File: src/hw/usf_pkg.sv
// Shared constants and carrier types for the serial flag and data port
package usf_pkg;

  // Register byte offsets
  localparam logic [7:0] USF_OFS_CTRL_SECOND = 8'h14;
  localparam logic [7:0] USF_OFS_CTRL_THIRD  = 8'h10;
  localparam logic [7:0] USF_OFS_FLAGS_PRI   = 8'h08;
  localparam logic [7:0] USF_OFS_FLAGS_SEC   = 8'h0c;
  localparam logic [7:0] USF_OFS_DATA_BUF    = 8'h18;

  // Primary flag positions
  localparam int USF_B_TX_EMPTY = 7;
  localparam int USF_B_TX_DONE  = 6;
  localparam int USF_B_RX_FULL  = 5;
  localparam int USF_B_IDLE     = 4;
  localparam int USF_B_OVERRUN  = 3;
  localparam int USF_B_NOISE    = 2;
  localparam int USF_B_FRAME    = 1;
  localparam int USF_B_PARITY   = 0;

  // Secondary flag positions
  localparam int USF_B_BREAK    = 1;
  localparam int USF_B_RX_PROG  = 0;

  // Second control register positions
  localparam int USF_B_TXE_EN   = 7;
  localparam int USF_B_TC_EN    = 6;
  localparam int USF_B_RXF_EN   = 5;
  localparam int USF_B_IDLE_EN  = 4;
  localparam int USF_B_RX_ON    = 2;

  // Third control register positions
  localparam int USF_B_NINTH    = 7;
  localparam int USF_B_OR_EN    = 3;
  localparam int USF_B_NE_EN    = 2;
  localparam int USF_B_FE_EN    = 1;
  localparam int USF_B_PE_EN    = 0;

  // Reset values
  localparam logic [7:0] USF_RST_FLAGS_PRI = 8'hc0;
  localparam logic [7:0] USF_RST_CTRL      = 8'h00;
  localparam logic [2:0] USF_RST_SEC       = 3'h1;

  // Events from the receive shift engine, one-cycle pulses except ones_seen
  typedef struct packed {
    logic       char_done;
    logic [8:0] char_data;
    logic       noise;
    logic       stop_zero;
    logic       parity_bad;
    logic       brk;
    logic       ones_seen;
    logic       idle_char;
    logic       start_zero;
    logic       false_start;
  } usf_rx_evt_t;

  // Transmit engine status
  typedef struct packed {
    logic load;
    logic busy;
    logic queue;
  } usf_tx_evt_t;

  // Bus access phases
  typedef enum logic [2:0] {
    USF_BUS_IDLE   = 3'b001,
    USF_BUS_SETUP  = 3'b010,
    USF_BUS_ACCESS = 3'b100
  } usf_bus_t;

endpackage

File: src/hw/usf_port.sv
// Serial status flags, error flags, interrupt requests and data buffer behind APB
`timescale 1ns/1ps
`default_nettype none

// What this block does
// - Framing error flag requests the error interrupt only while its enable is set.
// - Parity error flag requests interrupt while enabled; reset clears both enables.
// - Buffer handoff to shifter sets transmit-empty; requests interrupt when enabled.
// - Transmit-empty clears by status read while set, then buffer write; reset sets.
// - Complete flag sets when transmit-empty and nothing shifting; interrupts when enabled.
// - Complete flag clears once data, preamble or break queued; reset sets it.
// - Receive-full sets on shifter transfer, interrupts when enabled, clears status-then-data read.
// - Idle flag sets on idle line, interrupts if enabled, clears status-then-data read.
// - Idle flag waits for a receive-full after enabling receiver or clearing idle.
// - Character completing while buffer full sets overrun, is discarded, buffer kept.
// - Data read clears overrun only if overrun was set at the status read.
// - Noise sets noise flag, interrupts if enabled, clears status-then-data read.
// - Zero stop bit sets framing error; clears status-then-data read; reset clears.
// - Parity mismatch sets parity flag, interrupts if enabled, clears status-then-data read.
// - Break sets break, framing and full flags, clears ninth bit in nine-bit mode; break flag has no interrupt.
// - Break clears by second status read then data read; rearms after ones.
// - Zero in first sample slot sets in-progress indicator, which never interrupts.
// - False start or idle character clears the in-progress indicator.
// - Data reads give last received byte, writes load transmit byte, reset keeps.
// - Disabling the receiver stops reception; receiver flags then change only by status-then-data read.
module usf_port
  import usf_pkg::*;
(
  input  wire logic        CORE_CLK,
  input  wire logic        RST,
  input  wire logic        PSEL,
  input  wire logic        PENABLE,
  input  wire logic        PWRITE,
  input  wire logic [7:0]  PADDR,
  input  wire logic [31:0] PWDATA,
  output logic      [31:0] PRDATA,
  output logic             PREADY,
  output logic             PSLVERR,
  input  wire usf_rx_evt_t RX_EVT,
  input  wire usf_tx_evt_t TX_EVT,
  input  wire logic        NINE_BIT_MODE,
  output logic      [7:0]  TX_DATA,
  output logic             TX_DATA_VALID,
  output logic             RECEIVER_ON,
  output logic             IRQ_TX,
  output logic             IRQ_RX,
  output logic             IRQ_ERR
);

  usf_bus_t   bus_state;
  logic [7:0] flags_pri;
  logic [7:0] arm_pri;
  logic [7:0] ctrl_second;
  logic [7:0] ctrl_third;
  logic       break_seen_flag;
  logic       break_arm;
  logic       break_rearmed;
  logic       rx_in_progress_flag;
  logic       idle_allowed;
  logic [7:0] rx_buf;
  logic       rx_ninth_bit;
  logic [7:0] next_flags_pri;
  logic       acc_done;
  logic       wr_done;
  logic       rd_done;
  logic       rx_go;
  logic       rx_load;
  logic       data_rd;
  logic       data_wr;
  logic [7:0] set_pri;
  logic [7:0] clr_pri;

  // Register offset match
  function automatic logic hit(input logic [7:0] addr, input logic [7:0] ofs);
    return addr == ofs;
  endfunction

  // Known register offsets
  function automatic logic mapped(input logic [7:0] addr);
    return hit(addr, USF_OFS_CTRL_SECOND) | hit(addr, USF_OFS_CTRL_THIRD) |
           hit(addr, USF_OFS_FLAGS_PRI) | hit(addr, USF_OFS_FLAGS_SEC) |
           hit(addr, USF_OFS_DATA_BUF);
  endfunction

  // Completing access and its side-effect strobes
  assign acc_done = PSEL & PENABLE & PREADY;
  assign wr_done  = acc_done & PWRITE;
  assign rd_done  = acc_done & ~PWRITE;
  assign data_rd  = rd_done & hit(PADDR, USF_OFS_DATA_BUF);
  assign data_wr  = wr_done & hit(PADDR, USF_OFS_DATA_BUF);

  // Receiver events other than ones_seen only count while the receiver is on
  assign rx_go   = RECEIVER_ON;
  assign rx_load = rx_go & (RX_EVT.char_done | RX_EVT.brk) & ~flags_pri[USF_B_RX_FULL];

  // APB phase tracking, ready one cycle after setup
  always_ff @(posedge CORE_CLK) begin
    if (RST) begin
      bus_state <= USF_BUS_IDLE;
      PREADY    <= 1'b0;
    end else begin
      unique case (bus_state)
        USF_BUS_IDLE: begin
          bus_state <= (PSEL & ~PENABLE) ? USF_BUS_SETUP : USF_BUS_IDLE;
          PREADY    <= PSEL & ~PENABLE;
        end
        USF_BUS_SETUP: begin
          bus_state <= USF_BUS_ACCESS;
          PREADY    <= 1'b0;
        end
        USF_BUS_ACCESS: begin
          bus_state <= USF_BUS_IDLE;
          PREADY    <= 1'b0;
        end
        default: begin
          bus_state <= USF_BUS_IDLE;
          PREADY    <= 1'b0;
        end
      endcase
    end
  end

  // Read data and error captured in the setup cycle
  always_ff @(posedge CORE_CLK) begin
    if (RST) begin
      PRDATA  <= 32'h0;
      PSLVERR <= 1'b0;
    end else if (PSEL & ~PENABLE) begin
      PSLVERR <= ~mapped(PADDR);
      PRDATA  <= 32'h0;
      if (~PWRITE) begin
        if (hit(PADDR, USF_OFS_CTRL_SECOND))
          PRDATA <= {24'h0, ctrl_second};
        else if (hit(PADDR, USF_OFS_CTRL_THIRD))
          PRDATA <= {24'h0, rx_ninth_bit, ctrl_third[6:0]};
        else if (hit(PADDR, USF_OFS_FLAGS_PRI))
          PRDATA <= {24'h0, flags_pri};
        else if (hit(PADDR, USF_OFS_FLAGS_SEC))
          PRDATA <= {30'h0, break_seen_flag, rx_in_progress_flag};
        else if (hit(PADDR, USF_OFS_DATA_BUF))
          PRDATA <= {24'h0, rx_buf};
      end
    end
  end

  // Control registers and receiver enable
  always_ff @(posedge CORE_CLK) begin
    if (RST) begin
      ctrl_second <= USF_RST_CTRL;
      ctrl_third  <= USF_RST_CTRL;
    end else if (wr_done) begin
      if (hit(PADDR, USF_OFS_CTRL_SECOND))
        ctrl_second <= PWDATA[7:0] & 8'hf4;
      if (hit(PADDR, USF_OFS_CTRL_THIRD))
        ctrl_third <= PWDATA[7:0] & 8'h0f;
    end
  end

  // Transmit buffer, left untouched by reset
  always_ff @(posedge CORE_CLK) begin
    if (data_wr)
      TX_DATA <= PWDATA[7:0];
  end

  // Receive buffer and ninth bit, left untouched by reset
  always_ff @(posedge CORE_CLK) begin
    if (rx_load) begin
      rx_buf       <= RX_EVT.brk ? 8'h00 : RX_EVT.char_data[7:0];
      rx_ninth_bit <= RX_EVT.brk ? (NINE_BIT_MODE ? 1'b0 : rx_ninth_bit) :
                      (NINE_BIT_MODE ? RX_EVT.char_data[8] : RX_EVT.char_data[7]);
    end
  end

  // Hardware set terms for the primary flags
  always_comb begin
    set_pri = 8'h00;
    set_pri[USF_B_TX_EMPTY] = TX_EVT.load;
    set_pri[USF_B_RX_FULL]  = rx_load;
    set_pri[USF_B_IDLE]     = rx_go & RX_EVT.idle_char & idle_allowed;
    set_pri[USF_B_OVERRUN]  = rx_go & (RX_EVT.char_done | RX_EVT.brk) & flags_pri[USF_B_RX_FULL];
    set_pri[USF_B_NOISE]    = rx_go & RX_EVT.noise;
    set_pri[USF_B_FRAME]    = rx_go & (RX_EVT.stop_zero | (RX_EVT.brk & break_rearmed));
    set_pri[USF_B_PARITY]   = rx_go & RX_EVT.parity_bad;
  end

  // Software clear terms, each needing an armed status read
  always_comb begin
    clr_pri = 8'h00;
    clr_pri[USF_B_TX_EMPTY] = data_wr & arm_pri[USF_B_TX_EMPTY];
    clr_pri[USF_B_RX_FULL]  = data_rd & arm_pri[USF_B_RX_FULL];
    clr_pri[USF_B_IDLE]     = data_rd & arm_pri[USF_B_IDLE];
    clr_pri[USF_B_OVERRUN]  = data_rd & arm_pri[USF_B_OVERRUN];
    clr_pri[USF_B_NOISE]    = data_rd & arm_pri[USF_B_NOISE];
    clr_pri[USF_B_FRAME]    = data_rd & arm_pri[USF_B_FRAME];
    clr_pri[USF_B_PARITY]   = data_rd & arm_pri[USF_B_PARITY];
  end

  // Next primary flags, set beats clear except on the complete flag
  always_comb begin
    next_flags_pri = (flags_pri & ~clr_pri) | set_pri;
    // Queued work clears completion; an idle shifter with empty buffer sets it
    if (data_wr | TX_EVT.queue)
      next_flags_pri[USF_B_TX_DONE] = 1'b0;
    else if (flags_pri[USF_B_TX_EMPTY] & ~TX_EVT.busy)
      next_flags_pri[USF_B_TX_DONE] = 1'b1;
    else
      next_flags_pri[USF_B_TX_DONE] = flags_pri[USF_B_TX_DONE];
  end

  // Primary flag storage
  always_ff @(posedge CORE_CLK) begin
    if (RST)
      flags_pri <= USF_RST_FLAGS_PRI;
    else
      flags_pri <= next_flags_pri;
  end

  // Arming by primary status read, spent by the data access
  always_ff @(posedge CORE_CLK) begin
    if (RST)
      arm_pri <= 8'h00;
    else if (rd_done & hit(PADDR, USF_OFS_FLAGS_PRI))
      arm_pri <= flags_pri;
    else if (data_rd | data_wr)
      arm_pri <= 8'h00;
  end

  // Idle flag permission after a received character or break
  always_ff @(posedge CORE_CLK) begin
    if (RST)
      idle_allowed <= 1'b0;
    else if (rx_load)
      idle_allowed <= 1'b1;
    else if (clr_pri[USF_B_IDLE] | (wr_done & hit(PADDR, USF_OFS_CTRL_SECOND) &
             PWDATA[USF_B_RX_ON] & ~RECEIVER_ON))
      idle_allowed <= 1'b0;
  end

  // Break flag with its arming and rearm by ones on the line
  always_ff @(posedge CORE_CLK) begin
    if (RST) begin
      break_seen_flag <= 1'b0;
      break_arm       <= 1'b0;
      break_rearmed   <= USF_RST_SEC[0];
    end else begin
      if (rx_go & RX_EVT.brk & break_rearmed)
        break_seen_flag <= 1'b1;
      else if (data_rd & break_arm)
        break_seen_flag <= 1'b0;
      if (rd_done & hit(PADDR, USF_OFS_FLAGS_SEC))
        break_arm <= break_seen_flag;
      else if (data_rd)
        break_arm <= 1'b0;
      if (rx_go & RX_EVT.brk)
        break_rearmed <= 1'b0;
      else if (RX_EVT.ones_seen)
        break_rearmed <= 1'b1;
    end
  end

  // Reception in progress indicator
  always_ff @(posedge CORE_CLK) begin
    if (RST)
      rx_in_progress_flag <= 1'b0;
    else if (rx_go & RX_EVT.start_zero)
      rx_in_progress_flag <= 1'b1;
    else if (rx_go & (RX_EVT.false_start | RX_EVT.idle_char))
      rx_in_progress_flag <= 1'b0;
  end

  // Registered interrupt requests and status outputs
  always_ff @(posedge CORE_CLK) begin
    if (RST) begin
      IRQ_TX        <= 1'b0;
      IRQ_RX        <= 1'b0;
      IRQ_ERR       <= 1'b0;
      TX_DATA_VALID <= 1'b0;
      RECEIVER_ON   <= 1'b0;
    end else begin
      IRQ_TX  <= (next_flags_pri[USF_B_TX_EMPTY] & ctrl_second[USF_B_TXE_EN]) |
                 (next_flags_pri[USF_B_TX_DONE] & ctrl_second[USF_B_TC_EN]);
      IRQ_RX  <= (next_flags_pri[USF_B_RX_FULL] & ctrl_second[USF_B_RXF_EN]) |
                 (next_flags_pri[USF_B_IDLE] & ctrl_second[USF_B_IDLE_EN]);
      IRQ_ERR <= (next_flags_pri[USF_B_OVERRUN] & ctrl_third[USF_B_OR_EN]) |
                 (next_flags_pri[USF_B_NOISE] & ctrl_third[USF_B_NE_EN]) |
                 (next_flags_pri[USF_B_FRAME] & ctrl_third[USF_B_FE_EN]) |
                 (next_flags_pri[USF_B_PARITY] & ctrl_third[USF_B_PE_EN]);
      TX_DATA_VALID <= ~next_flags_pri[USF_B_TX_EMPTY];
      RECEIVER_ON   <= (wr_done & hit(PADDR, USF_OFS_CTRL_SECOND)) ? PWDATA[USF_B_RX_ON] :
                       RECEIVER_ON;
    end
  end
endmodule

`default_nettype wire

File: config.mk
export PLATFORM = sky130hd
export DESIGN_NAME = usf_port
export DESIGN_NICKNAME = d
export VERILOG_FILES = /design/src/hw/usf_pkg.sv /design/src/hw/usf_port.sv
export SDC_FILE = /design/constraint.sdc
export NUM_CORES = 1
export LEC_CHECK = 0
export BUFFER_PORTS_ARGS = -buffer_cell sky130_fd_sc_hd__buf_4
export CORE_MARGIN = 5
export CORE_UTILIZATION = 50
export CTS_CLUSTER_SIZE = 20
export DETAILED_ROUTE_END_ITERATION = 16
export PLACE_DENSITY = 0.79
export RECOVER_POWER = 50
export SYNTH_ARGS = -nofsm -noshare
export SYNTH_HDL_FRONTEND = slang
export SYNTH_SLANG_ARGS = --single-unit
File: constraint.sdc
create_clock -name CORE_CLK -period 4.8 [get_ports CORE_CLK]
set_input_delay 0.48 -clock CORE_CLK [delete_from_list [all_inputs] [get_ports CORE_CLK]]
set_output_delay 0.48 -clock CORE_CLK [all_outputs]
set_load 0.005 [all_outputs]
==> results.txt <==
----------------------------------------------------
[STA]
  Final clock skew ... 0.00638 ns
  Tmin final ... 3.00 ns
  Final setup slack of the worst path ... 1.80 ns
  Final-layout setup total negative slack ... 0 ns
  Tcrit/Tclk final ... 0.624
  Slew headroom ... -0.285
  Max Freq ... 0.334 GHz
  WHS ... 0.361 ns
  Hold Vio Cnt, Final ... 0
  Count of final setup violators ... 0
  Number of pins with negative max-slew slack in the final report ... 47
  Measured slew at the worst slew-check pin ... 1.93 ns
  RSZ-0062 raised after global routing ... no

[Detailed routing]
  Wire length per cell after detailed routing ... 15.5 um
  Number of design-rule violations left by the first detailed-router iteration ... 307
  DR vias/cell ... 5.34
  DRT antenna net count ... 0
  Via total after detailed routing ... 2360
  DRC violations left ... 0
  Detailed-route wire length ... 6840 um
  Router iterations before antenna repair ... 4

[Clock network]
  Cts hold-fix bufs ... 0
  CTS Sinks ... 63
  Number of gates resized after cts ... 0
  Clock tree from TritonCTS ... built
  Buffer depth of the longest clock path ... 2
  Number of levels the H-tree was split into ... 3
  Clock latency reported for the late side of the worst-skew pair ... 0.33 ns
  Post-CTS clock slew at the launch and capture registers of the worst setup and hold paths ... 0.07 ns
  Root cell of the clock tree ... sky130_fd_sc_hd__clkbuf_8
  Post-CTS setup buffer count ... 0
  Total CTS buffers ... 9

[Global route]
  Largest net degree at the start of global routing ... 47
  GR Util All Layers ... 0.187
  Antenna violations before repair ... 0
  Residual overflow from global routing ... 0
  Number of global-route vias before repair ... 2187
  Wire length of the first global-routing pass ... 10800 um

[Finish]
  Number of filler instances in the final layout ... 527
  Final layout net count ... 429
  Final design utilization ... 0.603
  Layout area overhead ... 19.3%
  Layout cells sized above 1 ... 0.232
  Final standard cell area without fillers ... 0.00350 mm2
  Number of antenna cells inserted ... 0

[Die]
  Full die area ... 0.00751 mm2
  Floorplan core area ... 0.00582 mm2
  # IOs ... 114
  Number of cell rows ... 28
  Initial core utilization ... 0.505
  X dimension of the die ... 86.6 um
  Height of the die ... 86.6 um

[Logic synthesis]
  Post-synthesis cell area ... 0.00294 mm2
  #FFs+latches synth ... 63
  Post-synth EDFFs ... 17
  Post-Synthesis Mean Instance Area ... 9.69 um2
  Gate count of the mapped netlist ... 303
  Synthesis warning total ... 0
  Cell variety after synth ... 47
  Cell taking the most area after synthesis ... sky130_fd_sc_hd__dfxtp_1
  Proportion of synthesized flip-flops having asynchronous set or reset ... 0
  Cells taking the most area after synthesis ... sky130_fd_sc_hd__dfxtp_1, sky130_fd_sc_hd__edfxtp_1, sky130_fd_sc_hd__mux2i_1, sky130_fd_sc_hd__buf_4, sky130_fd_sc_hd__a21oi_1
  Main flop type after synthesis ... sky130_fd_sc_hd__dfxtp_1
  Area share of the leading cell type in the synthesized netlist ... 0.314
  Sequential fraction of the synthesis area ... 0.487

[Run status]
  Outcome ... finished, violations left
  Violations in the final reports ... capacitance limit, slew limit

[Critical path]
  Signal arrival time at the worst endpoint ... 3.13 ns
  Maximum net fanout on the critical path ... 46
  Required time of the critical path ... 4.94 ns
  Startpoint type of the worst setup path ... input pin
  Sort of element at the end of the critical path ... register
  Kind of critical path ... in2reg
  Reg2Reg Setup Slack ... 2.64 ns

[Placed design]
  Placed cell area ... 0.00337 mm2
  Number of input and output port buffers inserted ... 65
  HPWL Detailed ... 5110 um
  Pre-CTS WS ... 2.00 ns
  Weighted congestion reported at the end of routability-driven placement ... 0.861

[Pwr]
  Worst IR drop on VDD ... 0.153 mV
  Power Density ... 282 mW/mm2
  Standby leakage power ... 0.00132 uW

[Job]
  MaxCap Viol Count ... 1

[Hold path]
  Class of the tightest hold or removal check ... in2reg

----------------------------------------------------
[where the power goes]
part,switching (uW),total [uW],internal [uW]
Clock,187,367,180
Sequential,1.20,548,547
Combinational,41.3,74.6,33.3
Total,229,990,760
[worst max-delay path: stages]
cell and delay [ns]:
sky130_fd_sc_hd__clkbuf_1 1.36, sky130_fd_sc_hd__inv_1 0.45, sky130_fd_sc_hd__and4_1 0.39, sky130_fd_sc_hd__a2111oi_4 0.30
sky130_fd_sc_hd__o311ai_1 0.14
[registers in the layout, indices dropped and copies added, names as in the netlist]
name                 count
IRQ_ERR                  1
ctrl_second              5
rx_in_progress_flag      1
arm_pri                  7
PSLVERR                  1
break_rearmed            1
idle_allowed             1
IRQ_TX                   1
bus_state                3
ctrl_third               4
PRDATA                   8
TX_DATA                  8
TX_DATA_VALID            1
flags_pri                8
break_arm                1
rx_buf                   8
PREADY                   1
IRQ_RX                   1
rx_ninth_bit             1
break_seen_flag          1
[stage by stage]
stage,power (uW),std cells
6_report,990,442
5_1_grt,1030,442
4_1_cts,998,442
3_5_place_dp,636,426
3_3_place_gp,635,426
2_1_floorplan,611,326
[path summary, 6_finish.rpt]
kind         depth (start not counted)                       to                    start
max                                  5       IRQ_ERR$_SDFF_PP0_                      RST
min reg2reg                          1  bus_state[2]$_SDFF_PP0_  bus_state[0]$_SDFF_PP1_
min                                  1     TX_DATA[6]$_DFFE_PP_                PWDATA[6]
max reg2reg                          4  flags_pri[6]$_SDFF_PP1_        PREADY$_SDFF_PP0_
[layout by cell type, fill, tap and decap left out, types with 4 or more instances in the layout]
cell	netlist	final
sky130_fd_sc_hd__buf_4	24	32
sky130_fd_sc_hd__inv_1	13	13
sky130_fd_sc_hd__nand2b_1	8	8
sky130_fd_sc_hd__nor2_1	20	20
sky130_fd_sc_hd__nand2_1	19	19
sky130_fd_sc_hd__nor3_1	6	6
sky130_fd_sc_hd__clkinv_2	0	4
sky130_fd_sc_hd__clkbuf_8	0	9
sky130_fd_sc_hd__a22oi_1	7	7
sky130_fd_sc_hd__clkbuf_1	12	6
sky130_fd_sc_hd__nor2b_1	11	11
sky130_fd_sc_hd__edfxtp_1	17	17
sky130_fd_sc_hd__dfxtp_1	46	46
sky130_fd_sc_hd__mux2i_1	21	21
sky130_fd_sc_hd__conb_1	1	24
sky130_fd_sc_hd__a21oi_1	22	22
sky130_fd_sc_hd__nor4_1	6	5
sky130_fd_sc_hd__o21ai_0	18	18
sky130_fd_sc_hd__clkbuf_4	0	28
sky130_fd_sc_hd__nand3b_1	4	4
[Yosys cell counts (all sizes together), types with 11 or more instances]
cell,count
a21oi,22
o21ai,18
mux2i,21
nor2,20
buf,28
clkbuf,12
edfxtp,17
dfxtp,46
inv,13
nand2,19
nor2b,11
[logic make-up after synthesis]
logic type / synth area share
mux: 0.0716
compound gates: 0.150
other cells: 0.00128
simple gates: 0.187
flops: 0.487
xor+xnor: 0.00298
buf+inv: 0.0993
[area by class of cell]
class / instances / area (um2) / area share
flip-flops and latches: 63 / 1430 / 0.408
clock buffers: 10 / 128 / 0.0364
clock inverters: 6 / 27.5 / 0.00785
inverters: 13 / 48.8 / 0.0139
repair buffers: 65 / 469 / 0.134
well taps: 75 / 93.8 / 0.0268
multi-input cells: 210 / 1310 / 0.373
[per-layer routing]
layer	GRT usage	vias to the layer above	share of wire
met2	0.284	106	0.48
met4	0.0822	0	0.010
met3	0.0485	7	0.093
met1	0.252	1096	0.42
met5	0	-	0
li1	-	1151	-
Note: power is estimated with default switching activity, not from simulation.
